`config.mk`:
```
export PLATFORM = sky130hd
export DESIGN_NAME = oic_top
export DESIGN_NICKNAME = d
export VERILOG_FILES = /design/src/oic_pkg.sv /design/src/oic_chan.sv /design/src/oic_mode.sv /design/src/oic_top.sv
export SDC_FILE = /design/constraint.sdc
export NUM_CORES = 1
export LEC_CHECK = 0
export ABC_AREA = 1
export BUFFER_PORTS_ARGS = -buffer_cell sky130_fd_sc_hd__buf_2
export CORE_MARGIN = 5
export CORE_UTILIZATION = 50
export CTS_CLUSTER_DIAMETER = 100
export DETAILED_ROUTE_END_ITERATION = 12
export PLACE_DENSITY = 0.76
export SLEW_MARGIN = 25
export SYNTH_ARGS = -nofsm -noshare
export SYNTH_HDL_FRONTEND = slang
export SYNTH_SLANG_ARGS = --single-unit
```
`constraint.sdc`:
```
create_clock -name i_mclk -period 4 [get_ports i_mclk]
set_input_delay 0.2 -clock i_mclk [delete_from_list [all_inputs] [get_ports i_mclk]]
set_output_delay 0.2 -clock i_mclk [all_outputs]
set_load 0.03 [all_outputs]
```
`src/oic_pkg.sv`:
```
package oic_pkg;

  // Source indices into the inhibit arrays
  localparam int OIC_NSRC = 3;
  localparam int OIC_SRC_ENA = 0;
  localparam int OIC_SRC_ESTOP = 1;
  localparam int OIC_SRC_ILC = 2;

  // Default number of power phases reported by the mode status
  localparam int OIC_NPHASE_DEF = 3;

  // Operating-mode status codes
  localparam logic [1:0] OIC_MODE_OFF = 2'h0;
  localparam logic [1:0] OIC_MODE_CV = 2'h1;
  localparam logic [1:0] OIC_MODE_CC = 2'h2;

  // Enable-input polarity selector values
  localparam logic OIC_POLARITY_ACTIVE_LOW = 1'h0;
  localparam logic OIC_POLARITY_ACTIVE_HIGH = 1'h1;

  // Level on the stop and interlock pins that asks for the output off
  localparam logic OIC_STOP_LEVEL = 1'h1;
  localparam logic OIC_ILC_OPEN_LEVEL = 1'h1;

  // Power-on recovery selector values
  localparam logic OIC_PON_SAFE = 1'h0;
  localparam logic OIC_PON_AUTO = 1'h1;

  // Reset values
  localparam logic OIC_RST_BIT = 1'h0;
  localparam logic [OIC_NSRC-1:0] OIC_RST_SRC = 3'h0;

  // Per-input configuration: function switch and latch option
  typedef struct packed {
    logic func_en;
    logic latch_en;
  } oic_chan_cfg_t;

  // Host commands, one-cycle pulses
  typedef struct packed {
    logic out_on;
    logic out_off;
  } oic_cmd_t;

  // Output sequencing states
  typedef enum logic [1:0] {
    OIC_ST_IDLE,
    OIC_ST_RUN,
    OIC_ST_HOLD
  } oic_state_t;

endpackage : oic_pkg

```
`src/oic_chan.sv`:
```
`timescale 1ns/1ps
module oic_chan
  import oic_pkg::*;
(
  input wire logic i_mclk,
  input wire logic i_reset_n,
  input wire oic_chan_cfg_t i_cfg,
  input wire logic i_permit,
  input wire logic i_release,
  output logic o_block,
  output logic o_latched
);

  typedef struct packed {
    logic latched;
  } oic_chan_state_t;

  oic_chan_state_t st_q;
  oic_chan_state_t st_d;
  logic release_now;

  // Release needs an on command while the input permits again
  assign release_now = i_release && i_permit;

  // Latch update; set and release cannot coincide since they need opposite permit
  always_comb begin
    st_d = st_q;
    if (!i_cfg.func_en || !i_cfg.latch_en) begin
      st_d.latched = OIC_RST_BIT;
    end else if (!i_permit) begin
      st_d.latched = 1'h1;
    end else if (release_now) begin
      st_d.latched = OIC_RST_BIT;
    end
  end

  always_ff @(posedge i_mclk) begin
    if (!i_reset_n) begin
      st_q.latched <= OIC_RST_BIT;
    end else begin
      st_q <= st_d;
    end
  end

  // Disabled function never blocks; held latch blocks until released
  assign o_block = i_cfg.func_en && (!i_permit || (st_q.latched && !release_now));
  assign o_latched = st_q.latched;

endmodule : oic_chan

```
`src/oic_mode.sv`:
```
`timescale 1ns/1ps
module oic_mode
  import oic_pkg::*;
#(
  parameter int NPHASE = OIC_NPHASE_DEF
) (
  input wire logic i_output_on,
  input wire logic [NPHASE-1:0] i_phase_en,
  input wire logic [NPHASE-1:0] i_phase_cc,
  output logic [1:0] o_mode
);

  logic any_cc;

  // Any enabled phase in current regulation makes the whole unit CC
  assign any_cc = |(i_phase_en & i_phase_cc);

  // Off wins over any regulation state
  always_comb begin
    if (!i_output_on) begin
      o_mode = OIC_MODE_OFF;
    end else if (any_cc) begin
      o_mode = OIC_MODE_CC;
    end else begin
      o_mode = OIC_MODE_CV;
    end
  end

endmodule : oic_mode

```
`src/oic_top.sv`:
```
`timescale 1ns/1ps
// Overview of operation
// - Enable function off: enable pin level is ignored.
// - Enable latch option holds an enable-caused shutdown after the pin permits.
// - Polarity active-high permits output on high pin, active-low on low pin.
// - Stop function off: stop pin has no effect.
// - Stop function on: stop pin level forces the output off.
// - Stop latch option holds the stop shutdown after release; clear means no hold.
// - Interlock function off: interlock pin cannot disable the output.
// - Interlock function on: open interlock disables the output.
// - Interlock latch option holds the interlock shutdown after it clears.
// - Mode status shows OFF whenever the output is off.
// - Output on in voltage regulation shows the constant-voltage code.
// - Output on in current regulation shows the constant-current code.
// - Multi-phase: any enabled phase in current regulation reports constant-current.
// - After enable or interlock recovery: safe start stays off, auto restores state unless a latching input caused the shutdown.
module oic_top
  import oic_pkg::*;
#(
  parameter int NPHASE = OIC_NPHASE_DEF
) (
  input wire logic i_mclk,
  input wire logic i_reset_n,
  input wire oic_cmd_t i_cmd,
  input wire oic_chan_cfg_t i_ena_cfg,
  input wire logic i_polarity_active_high,
  input wire oic_chan_cfg_t i_estop_cfg,
  input wire oic_chan_cfg_t i_ilc_cfg,
  input wire logic i_pon_auto,
  input wire logic i_ext_enable_input,
  input wire logic i_estop_input,
  input wire logic i_interlock_input,
  input wire logic [NPHASE-1:0] i_phase_en,
  input wire logic [NPHASE-1:0] i_phase_cc,
  output logic o_output_on,
  output logic o_output_setting,
  output logic [1:0] o_mode,
  output logic [OIC_NSRC-1:0] o_blocked,
  output logic [OIC_NSRC-1:0] o_latched,
  output logic [OIC_NSRC-1:0] o_cause,
  output logic o_cmd_refused,
  output logic o_shutdown
);

  // Whole state of the block
  typedef struct packed {
    oic_state_t state;
    logic output_on;
    logic setting;
    logic [1:0] mode;
    logic [OIC_NSRC-1:0] blocked;
    logic [OIC_NSRC-1:0] latched;
    logic [OIC_NSRC-1:0] cause;
    logic refused;
    logic shutdown;
  } oic_top_state_t;

  oic_top_state_t st_q;
  oic_top_state_t st_d;

  oic_chan_cfg_t cfg [OIC_NSRC];
  logic [OIC_NSRC-1:0] permit;
  logic [OIC_NSRC-1:0] block;
  logic [OIC_NSRC-1:0] chan_latched;
  logic [OIC_NSRC-1:0] latch_cause;
  logic block_any;
  logic release_cmd;
  logic run_next;
  logic [1:0] mode_next;

  // True when a pin sits at the level that forbids the output
  function automatic logic oic_pin_forbids(input logic pin, input logic off_level);
    oic_pin_forbids = (pin == off_level);
  endfunction : oic_pin_forbids

  // Running state after this edge, worked out from the current state only, so that
  // the mode encoder never loops back through the next-state copy
  function automatic logic oic_goes_run(input oic_state_t cur, input oic_cmd_t cmd,
    input logic any_block, input logic pon_auto);
    case (cur)
      OIC_ST_IDLE: begin
        oic_goes_run = cmd.out_on && !any_block;
      end
      OIC_ST_RUN: begin
        oic_goes_run = !cmd.out_off && !any_block;
      end
      OIC_ST_HOLD: begin
        oic_goes_run = !cmd.out_off && (pon_auto == OIC_PON_AUTO) && !any_block;
      end
      default: begin
        oic_goes_run = OIC_RST_BIT;
      end
    endcase
  endfunction : oic_goes_run

  // Enable polarity picks the permitting level of the enable pin
  function automatic logic oic_ena_permits(input logic pin, input logic pol_high);
    if (pol_high == OIC_POLARITY_ACTIVE_HIGH) begin
      oic_ena_permits = pin;
    end else begin
      oic_ena_permits = !pin;
    end
  endfunction : oic_ena_permits

  // Gather the per-input configuration
  assign cfg[OIC_SRC_ENA] = i_ena_cfg;
  assign cfg[OIC_SRC_ESTOP] = i_estop_cfg;
  assign cfg[OIC_SRC_ILC] = i_ilc_cfg;

  assign permit[OIC_SRC_ENA] = oic_ena_permits(i_ext_enable_input, i_polarity_active_high);
  assign permit[OIC_SRC_ESTOP] = !oic_pin_forbids(i_estop_input, OIC_STOP_LEVEL);
  assign permit[OIC_SRC_ILC] = !oic_pin_forbids(i_interlock_input, OIC_ILC_OPEN_LEVEL);

  assign release_cmd = i_cmd.out_on;

  // One qualifier per control input; function switch and latch live inside
  genvar gi;
  generate
    for (gi = 0; gi < OIC_NSRC; gi++) begin : g_chan
      oic_chan u_chan (
        .i_mclk(i_mclk),
        .i_reset_n(i_reset_n),
        .i_cfg(cfg[gi]),
        .i_permit(permit[gi]),
        .i_release(release_cmd),
        .o_block(block[gi]),
        .o_latched(chan_latched[gi])
      );
      // A cause that will latch cannot auto-recover
      assign latch_cause[gi] = block[gi] && cfg[gi].latch_en;
    end
  endgenerate

  assign block_any = |block;

  // Output on follows the next sequencing state
  assign run_next = oic_goes_run(st_q.state, i_cmd, block_any, i_pon_auto);

  oic_mode #(
    .NPHASE(NPHASE)
  ) u_mode (
    .i_output_on(run_next),
    .i_phase_en(i_phase_en),
    .i_phase_cc(i_phase_cc),
    .o_mode(mode_next)
  );

  // Sequencing of the output against host commands and inhibits
  always_comb begin
    st_d = st_q;
    st_d.refused = OIC_RST_BIT;
    st_d.shutdown = OIC_RST_BIT;
    case (st_q.state)
      OIC_ST_IDLE: begin
        if (i_cmd.out_on) begin
          if (block_any) begin
            st_d.refused = 1'h1;
            st_d.cause = block;
          end else begin
            st_d.state = OIC_ST_RUN;
            st_d.cause = OIC_RST_SRC;
          end
        end
      end
      OIC_ST_RUN: begin
        if (i_cmd.out_off) begin
          st_d.state = OIC_ST_IDLE;
        end else if (block_any) begin
          st_d.shutdown = 1'h1;
          st_d.cause = block;
          if ((i_pon_auto == OIC_PON_AUTO) && !block[OIC_SRC_ESTOP] && !(|latch_cause)) begin
            st_d.state = OIC_ST_HOLD;
          end else begin
            st_d.state = OIC_ST_IDLE;
          end
        end
      end
      OIC_ST_HOLD: begin
        if (i_cmd.out_off) begin
          st_d.state = OIC_ST_IDLE;
        end else if (block[OIC_SRC_ESTOP] || (i_pon_auto == OIC_PON_SAFE)) begin
          // Stop or a switch to safe start drops the remembered state
          st_d.state = OIC_ST_IDLE;
          st_d.cause = st_q.cause | block;
        end else if (!block_any) begin
          st_d.state = OIC_ST_RUN;
        end else begin
          st_d.cause = st_q.cause | block;
        end
      end
      default: begin
        st_d.state = OIC_ST_IDLE;
      end
    endcase
    st_d.output_on = run_next;
    st_d.setting = (st_d.state != OIC_ST_IDLE);
    st_d.mode = mode_next;
    st_d.blocked = block;
    st_d.latched = chan_latched;
  end

  // State register
  always_ff @(posedge i_mclk) begin
    if (!i_reset_n) begin
      st_q.state <= OIC_ST_IDLE;
      st_q.output_on <= OIC_RST_BIT;
      st_q.setting <= OIC_RST_BIT;
      st_q.mode <= OIC_MODE_OFF;
      st_q.blocked <= OIC_RST_SRC;
      st_q.latched <= OIC_RST_SRC;
      st_q.cause <= OIC_RST_SRC;
      st_q.refused <= OIC_RST_BIT;
      st_q.shutdown <= OIC_RST_BIT;
    end else begin
      st_q <= st_d;
    end
  end

  // All outputs straight from the state register
  assign o_output_on = st_q.output_on;
  assign o_output_setting = st_q.setting;
  assign o_mode = st_q.mode;
  assign o_blocked = st_q.blocked;
  assign o_latched = st_q.latched;
  assign o_cause = st_q.cause;
  assign o_cmd_refused = st_q.refused;
  assign o_shutdown = st_q.shutdown;

endmodule : oic_top

```
# == Word-level counts from Yosys, hierarchy flattened ==
# Cells that the tools add are included.
# word_totals
elab_cells,108
register_bits,20
in_bits,21
out_inout_bits,15
# op_classes
muxes,26
reduce_logical,57
n_eq_ne,8
bitwise,5
# op_table
operator,count
logical AND 1 bit,18
two-way mux 3 bit,6
logical NOT 1 bit,17
two-way mux 2 bit,8
OR reduction 3 bit,4
"!= test 2 bit, second input constant",5
case mux 3 bit (3 select lines),1
two-way mux 1 bit,8
logical OR 1 bit,7
case mux 2 bit (3 select lines),1
AND reduction 6 bit,1
nonzero test 2 bit,3
OR reduction 2 bit,3
two-way mux 4 bit,1
AND 3 bit,1
"!= test 3 bit, second input constant",1
NOT 1 bit,3
OR 3 bit,1
case mux 1 bit (3 select lines),1
AND reduction 3 bit,1
nonzero test 3 bit,1
"equality test 2 x 1 -> 1 bit, second input constant",1
"equality test 2 bit, second input constant",1
logical NOT 2 bit,1
AND reduction 2 bit,1

# == Longest topological paths before layout ==
# Gate-level depths: netlist of run 1.
# logic_depth
word_depth,16
mapped_depth,13
depth_no_buf,13

# == Modules after synthesis ==
# From an unflattened synthesis of run 1, not the netlist that was laid out.
# hier_totals
hier_cells,149
hier_area_um2,1054.8
# modules_own_cells
mod,seq_area_each_um2,cells_per_inst,area_each_um2,instances
oic_top,340.3,120,874.6,1
oic_chan,20.0,7,46.3,3
oic_mode,0.0,8,41.3,1

# == Worst setup path after synthesis of run 1 ==
# No wires, ideal clock.
# synth_timing
kind,reg-to-reg
startpoint,register st_q[15] (netlist name)
endpoint,register st_q (netlist bit o_cause[0])
period_less_slack_ps,1386
n_path_buf,0
slack_ps,2614
setup_ps,132
t_required_ps,3868
arrival_time_ps,1254
path_stages_with_launch,9
path_cell_list,dfxtp_1 > inv_1 > ha_1 > nor2_1 > o22ai_1 > nor2_1 > nand2_2 > nand2_1 > a21oi_1
# synth_via
elab_chain_cells,3
elab_cells_between_ends,11
cone_classes,eq/ne: 7; mux: 1; reduce/logical: 3
# synth_lines
element,line_no,rtl
from (decl),oic_top.sv:58,oic_top_state_t st_q;
from (signal assigned),oic_top.sv:215,st_q <= st_d;
equality test 2 bit (tied with other cells),oic_top.sv:153,case (st_q.state)
!= test 3 bit (no line) (tied with other cells),n/a,
AND reduction 6 bit (no line),n/a,
# Parallel ways exist; a longest one is shown, timed or not.
# A chain may end at the register's enable or synchronous reset.

# == Final worst setup path of run 1 ==
# layout_timing
startpoint,register st_q[15] (netlist name)
endpoint,register st_q (netlist bit o_cause[1])
# The elaborated chain is that of the path after synthesis.

==> results of run 1 <==
## critical path: cells and delay by family (launching register included)
family | cells | cell delay, ps
AOI/OAI and AO/OA | 2 | 130
adders and majority gates | 1 | 280
buffers and inverters | 1 | 110
DFF | 1 | 400
and+or+nand+nor | 4 | 590
## flip-flops by register name, indices dropped and copies added, names as in the netlist
register,count
o_output_setting,1
o_shutdown,1
o_mode,2
o_latched,3
o_output_on,1
o_blocked,3
st_q,2
o_cause,3
o_cmd_refused,1
g_chan.u_chan.o_latched,3
## routing by layer
metal	vias to the layer above	global-route usage (%)	wire length, µm	part of all wire (%)
li1	515	-	-	-
met1	447	18.9	955	42
met2	38	26.4	1100	48
met3	4	4.13	201	8.8
met4	0	5.76	17	0.75
met5	-	0	0	0
## per-stage QoR
step	std cells	power, mW
after detailed placement	202	0.305
after global placement	202	0.303
final	206	0.418
after CTS	206	0.420
after global routing	206	0.444
after floorplan	152	0.282
## cell type report
| cell class | instances | area, µm² |
|---|---|---|
| clock buffers | 4 | 36.3 |
| fillers | 196 | 779 |
| inverters | 28 | 108 |
| multi-input cells | 92 | 489 |
| flip-flops and latches | 20 | 400 |
| well taps | 27 | 33.8 |
| repair buffers | 35 | 175 |
## kinds of logic (layout without fill, tap and decap cells)
group | Yosys count | after routing | synth area share [%]
AOI/OAI and AO/OA | 11 | 11 | 5.66
buffers and inverters | 40 | 67 | 17.9
DFF | 20 | 20 | 37.0
adders and majority gates | 4 | 4 | 4.62
and+or+nand+nor | 77 | 77 | 34.9
## Yosys cell counts, types with 2 or more instances
cell     instances
buf_4           11
inv_1           25
ha_1             4
a21oi_1          8
nand2_2          6
nor3_1           2
dfxtp_1         20
nor2_1          11
inv_2            2
nand3_1         15
nand2_1         34
nand2_4          4
## worst min path at each step
stage	endpoint	from	depth (start not counted)
after global placement	o_latched[2]$_SDFF_PN0_	g_chan[2].u_chan.o_latched$_SDFFE_PP0P_	2
after detailed placement	o_latched[2]$_SDFF_PN0_	g_chan[2].u_chan.o_latched$_SDFFE_PP0P_	2
after global routing	g_chan[0].u_chan.o_latched$_SDFFE_PP0P_	i_ena_cfg[0]	3
final	g_chan[0].u_chan.o_latched$_SDFFE_PP0P_	i_ena_cfg[0]	3
after CTS	g_chan[0].u_chan.o_latched$_SDFFE_PP0P_	i_ena_cfg[0]	3
after floorplan	o_latched[0]$_SDFF_PN0_	i_reset_n	2
## report_power, final
| part | switching [mW] | internal (mW) |
|---|---|---|
| combinational | 0.0592 | 0.0304 |
| sequential | 0.00372 | 0.207 |
| clock | 0.0615 | 0.0555 |
==> summary.md, run 1 <==
| Metric | Value |
|---|---|
| Synth top area cells | `dfxtp_1, nand2_1, inv_1` |
| Total congestion overflow | `0` |
| Starting density of the core | `53.6%` |
| First-pass detailed-route iteration total | `4` |
| Synth async-reset ratio | `0%` |
| Post-Route WL | `2270 µm` |
| Fin crit period | `1620 ps` |
| DR iter-0 viols | `21` |
| EDFF count, synth | `0` |
| Setup WS post-layout | `2380 ps` |
| Initial antenna violation count | `0` |
| Power Dens Cells | `336 nW/µm²` |
| Post-DR vias/cell | `4.87` |
| CTS tree | `yes` |
| Worst Setup End Kind | `register` |
| CP Cell Sequence | `inv_1, ha_1, nor2_1, o22ai_1, nor2_1, nand2_2, nand2_1, a21oi_1` |
| Final Cycle Share | `40.4%` |
| Most frequent cells in the layout | `buf_2, nand2_1, inv_1` |
| Routability Congestion | `0.864` |
| Total leakage power | `0.748 nW` |
| Crit. Startpoint | `st_q[15]$_SDFF_PN0_` |
| Share of layout cells above drive strength 1 | `30.7%` |
| Yosys top cell area share | `37.0%` |
| CP most frequent cell | `nor2_1` |
| Fmax | `0.618 GHz` |
| N_diodes | `0` |
| CP Data Required Time | `4180 ps` |
| Sink Count | `20` |
| End of the critical path | `o_cause[1]$_SDFFE_PN0P_` |
| Crit path kind | `register to register` |
| Htree depth | `1` |
| Routed wire per std cell | `11.0 µm` |
| Min Hold Slack | `130 ps` |
| Type of origin of the critical path | `register` |
| CTS Buf Count | `3` |
| Slew at the pin with the worst max-slew slack | `325 ps` |
| Worst slew margin | `78.3%` |
| MaxCap Viol Count | `0` |
| Mapped Cells | `152` |
| Largest stage delay, worst path | `400 ps` |
| Area leader, netlist | `dfxtp_1` |
| Die height | `56.6 µm` |
| Final Instance Area | `1240 µm²` |
| Outcome | `finished, final reports clean` |
| Number of global-route vias before repair | `999` |
| Clock latency on the worst-skew pair | `300 ps` |
| Detailed-route DRC error count | `0` |
| CTS max path bufs | `2` |
| Post-synthesis sequential area ratio | `37.0%` |
| RSZ-0062 raised after global routing | `false` |
| IO Count | `36` |
| Final hold vios | `0` |
| Crit path max fanout | `6` |
| CORE AREA | `2020 µm²` |
| Final setup violation count | `0` |
| GRT Total Usage | `15.7%` |
| Final Max Slew Viols | `0` |
| Yosys warning total | `0` |
| Post-DRT Antenna Nets | `0` |
| Setup Skew | `3.29 ps` |
| Hold buffer count at CTS | `0` |
| Total negative slack | `0 ps` |
| Mapped Area | `1080 µm²` |
| FF-to-FF End | `o_cause[1]$_SDFFE_PN0P_` |
| DIE AREA | `3200 µm²` |
| Commonest non-fill, non-tap cell in the layout | `buf_2` |
| Final nets | `205` |
| R2R Path Start | `st_q[15]$_SDFF_PN0_` |
| Dpl cell area | `1210 µm²` |
| Clock transition at path regs | `110 ps` |
| Cell Rows | `16` |
| Worst vdd ir | `0.000188 V` |
| Count of input and output buffers | `35` |
| HP Class | `primary input to register` |
| Final core occ | `61.4%` |
| Synth-to-layout area growth | `14.7%` |
| Vias after detailed routing | `1004` |
| Depth of the most critical reg-to-reg path | `8` |
| Synth Net Count | `177` |
| Dominant synthesized flop cell | `dfxtp_1` |
| First-pass GRT wire length | `4120 µm` |
| Post-CTS setup repair buffer count | `0` |
| Yosys cell types | `22` |
| DP Worst Slack | `2400 ps` |
| Slack of the worst reg-to-reg path | `2380 ps` |
| Largest net degree at the start of global routing | `12` |
| Clock root buffer | `clkbuf_4` |
| Crit path max-delay cell type | `dfxtp_1` |
| WP data arrival | `1800 ps` |
| FF+latch count, synth | `20` |
| Syn_area_per_cell | `7.13 µm²` |
| Post-CTS sizing | `0` |
| Die W | `56.6 µm` |
| Detail Placement HPWL | `1850 µm` |
Note: power is estimated with default switching activity, not from simulation.
==> run 2, diff against run 1 <==
--- a/config.mk
+++ b/config.mk
@@ -8,10 +8,10 @@
 export ABC_AREA = 1
 export BUFFER_PORTS_ARGS = -buffer_cell sky130_fd_sc_hd__buf_2
 export CORE_MARGIN = 5
-export CORE_UTILIZATION = 50
+export CORE_UTILIZATION = 49
 export CTS_CLUSTER_DIAMETER = 100
 export DETAILED_ROUTE_END_ITERATION = 12
-export PLACE_DENSITY = 0.76
+export PLACE_DENSITY = 0.75
 export SLEW_MARGIN = 25
 export SYNTH_ARGS = -nofsm -noshare
 export SYNTH_HDL_FRONTEND = slang
==> constraint.sdc (replaced) <==
create_clock -name i_mclk -period 1.6 [get_ports i_mclk]
set_input_delay 0.08 -clock i_mclk [delete_from_list [all_inputs] [get_ports i_mclk]]
set_output_delay 0.08 -clock i_mclk [all_outputs]
set_load 0.03 [all_outputs]
==> summary.md, run 2 (synthesis gave the netlist of run 1 again) <==
| Metric | Value |
|---|---|
| Outcome | `finished, final reports clean` |
| Final Max Slew Viols | `0 (unchanged)` |
| Final Cycle Share | `95.9% (+56 points)` |
| Type of origin of the critical path | `register` |
| Htree depth | `1 (unchanged)` |
| Number of global-route vias before repair | `913 (-8.6%)` |
| WP data arrival | `1750 ps (-50 ps)` |
| End of the critical path | `o_mode[1]$_SDFF_PN0_` |
| Clock latency on the worst-skew pair | `300 ps (about the same)` |
| Detailed-route DRC error count | `0 (unchanged)` |
| Clock share of power | `23.2% (-4.8 points)` |
| Clock transition at path regs | `110 ps (about the same)` |
| IO Count | `36 (unchanged)` |
| CP Data Required Time | `1820 ps (-2360 ps)` |
| Count of input and output buffers | `35 (unchanged)` |
| Starting density of the core | `49.9% (-3.6 points)` |
| CTS Buf Count | `3 (unchanged)` |
| Slew at the pin with the worst max-slew slack | `349 ps (+24.0 ps)` |
| Total congestion overflow | `0 (unchanged)` |
| First-pass GRT wire length | `3730 µm (-9.4%)` |
| Die W | `57.0 µm (+0.84%)` |
| HP Class | `primary input to register` |
| Final setup violation count | `0 (unchanged)` |
| N_diodes | `0 (unchanged)` |
| DIE AREA | `3250 µm² (+1.7%)` |
| Final Instance Area | `1290 µm² (+3.5%)` |
| Min Hold Slack | `23.9 ps (-106 ps)` |
| Internal power | `0.690 mW (+140%)` |
| Setup Skew | `7.04 ps (+3.75 ps)` |
| Routed metal-1 wirelength | `986 µm (+3.2%)` |
| Worst vdd ir | `0.000548 V (+190%)` |
| R2R Path Start | `st_q[16]$_SDFF_PN0_` |
| Routability Congestion | `0.907 (+5.0%)` |
| FF-to-FF End | `o_mode[1]$_SDFF_PN0_` |
| Fin crit period | `1540 ps (-82.0 ps)` |
| Crit path max fanout | `4 (-2)` |
| Crit. Startpoint | `st_q[16]$_SDFF_PN0_` |
| WL met2 | `1190 µm (+8.4%)` |
| Routed wire per std cell | `11.8 µm (+6.5%)` |
| Depth of the most critical reg-to-reg path | `10 (+2)` |
| Final hold vios | `0 (unchanged)` |
| CTS max path bufs | `2 (unchanged)` |
| Post-Route WL | `2460 µm (+8.1%)` |
| Post-DR vias/cell | `4.90 (+0.53%)` |
| Share of layout cells above drive strength 1 | `37.6% (+6.8 points)` |
| Final nets | `208 (+1.5%)` |
| Detail Placement HPWL | `1780 µm (-3.5%)` |
| Total negative slack | `0 ps (unchanged)` |
| Combinational share of power | `24.2% (+2.7 points)` |
| Psw | `0.312 mW (+150%)` |
| CTS tree | `yes` |
| DR iter-0 viols | `41 (+95%)` |
| MaxCap Viol Count | `0 (unchanged)` |
| Initial antenna violation count | `0 (unchanged)` |
| Crit path kind | `register to register` |
| CORE AREA | `2170 µm² (+7.3%)` |
| Sw Ratio | `31.1% (+1.4 points)` |
| Power Dens Cells | `779 nW/µm² (+130%)` |
| Fmax | `0.651 GHz (+5.3%)` |
| Met3 WL | `220 µm (+9.5%)` |
| Cell Rows | `17 (+1)` |
| Seq pwr share | `52.6% (+2.1 points)` |
| Top layer in use | `met4` |
| Most frequent cells in the layout | `buf_2, nand2_1, inv_1` |
| GRT Total Usage | `14.3% (-1.4 points)` |
| First-pass detailed-route iteration total | `4 (unchanged)` |
| Commonest non-fill, non-tap cell in the layout | `buf_2` |
| Worst slew margin | `76.7% (-1.6 points)` |
| Worst Setup End Kind | `register` |
| Clock root buffer | `clkbuf_4` |
| Vias after detailed routing | `1024 (+2.0%)` |
| Dpl cell area | `1210 µm² (+0.10%)` |
| Total leakage power | `0.755 nW (+1.1%)` |
| Largest net degree at the start of global routing | `12 (unchanged)` |
| Post-DRT Antenna Nets | `0 (unchanged)` |
| Slack of the worst reg-to-reg path | `60 ps (-2320 ps)` |
| Synth-to-layout area growth | `18.7%` |
| Die height | `57.0 µm (+0.84%)` |
| Sink Count | `20 (unchanged)` |
-- run 2: repair_timing --
| item | in CTS | in global routing |
|---|---|---|
| hold buffers | 0 | 0 |
| buffers inserted | 0 | 3 |
| setup endpoints to repair | 3 | 5 |
| resized for setup | 1 | 12 |
| pin swaps | 0 | 2 |
-- run 2: layout make-up --
type,count,area [µm²]
Sequential cell,20,405
Timing Repair Buffer,38,198
Fill cell,216,883
Clock buffer,3,22.5
Multi-Input combinational cell,92,518
Inverter,28,108
Tap cell,28,35.0
-- run 2: worst min-delay path by stage --
stage	start	end	slack (ps)	depth (start not counted)
after global placement	i_ena_cfg[0]	g_chan[0].u_chan.o_latched$_SDFFE_PP0P_	320	3
after floorplan	i_reset_n	o_latched[0]$_SDFF_PN0_	180	2
after CTS	i_ena_cfg[0]	g_chan[0].u_chan.o_latched$_SDFFE_PP0P_	10	3
after detailed placement	i_ena_cfg[0]	g_chan[0].u_chan.o_latched$_SDFFE_PP0P_	330	3
after global routing	i_ena_cfg[0]	g_chan[0].u_chan.o_latched$_SDFFE_PP0P_	7	3
final	i_ena_cfg[0]	g_chan[0].u_chan.o_latched$_SDFFE_PP0P_	20	3
-- run 2: power by group through the flow --
| stage | logic, mW | registers, mW | clock network [mW] |
|---|---|---|---|
| 2_1_floorplan | 0.153 | 0.551 | 0 |
| 3_3_place_gp | 0.218 | 0.538 | 0 |
| 3_5_place_dp | 0.222 | 0.539 | 0 |
| 4_1_cts | 0.224 | 0.527 | 0.241 |
| 5_1_grt | 0.268 | 0.529 | 0.266 |
| 6_report | 0.243 | 0.527 | 0.232 |
-- run 2: worst max-delay path, cell delays in order, from the launching register on --
cell     delay [ps]
dfxtp_4         360
inv_2            80
ha_2            180
inv_1            70
nor2_2          160
inv_1            70
nand2_1          80
a21oi_1          80
nor2_1          110
nand2_1         100
a31oi_1         170
-- run 2: stage by stage --
stage / std cells / utilization [%] / total power, mW / worst slack (ps)
6_report: 209 / 59.3 / 1.00 / 64.8
4_1_cts: 206 / 56.8 / 0.992 / 43.7
2_1_floorplan: 152 / - / 0.704 / 214
5_1_grt: 209 / 59.3 / 1.06 / -95.3
3_5_place_dp: 203 / 55.7 / 0.760 / -22.3
3_3_place_gp: 203 / 55.7 / 0.756 / 54.8
-- run 2: layer usage --
metal	vias up	track usage (%)
met2	48	23.8
met4	0	5.96
li1	521	-
met5	-	0
met1	446	17.2
met3	9	4.07
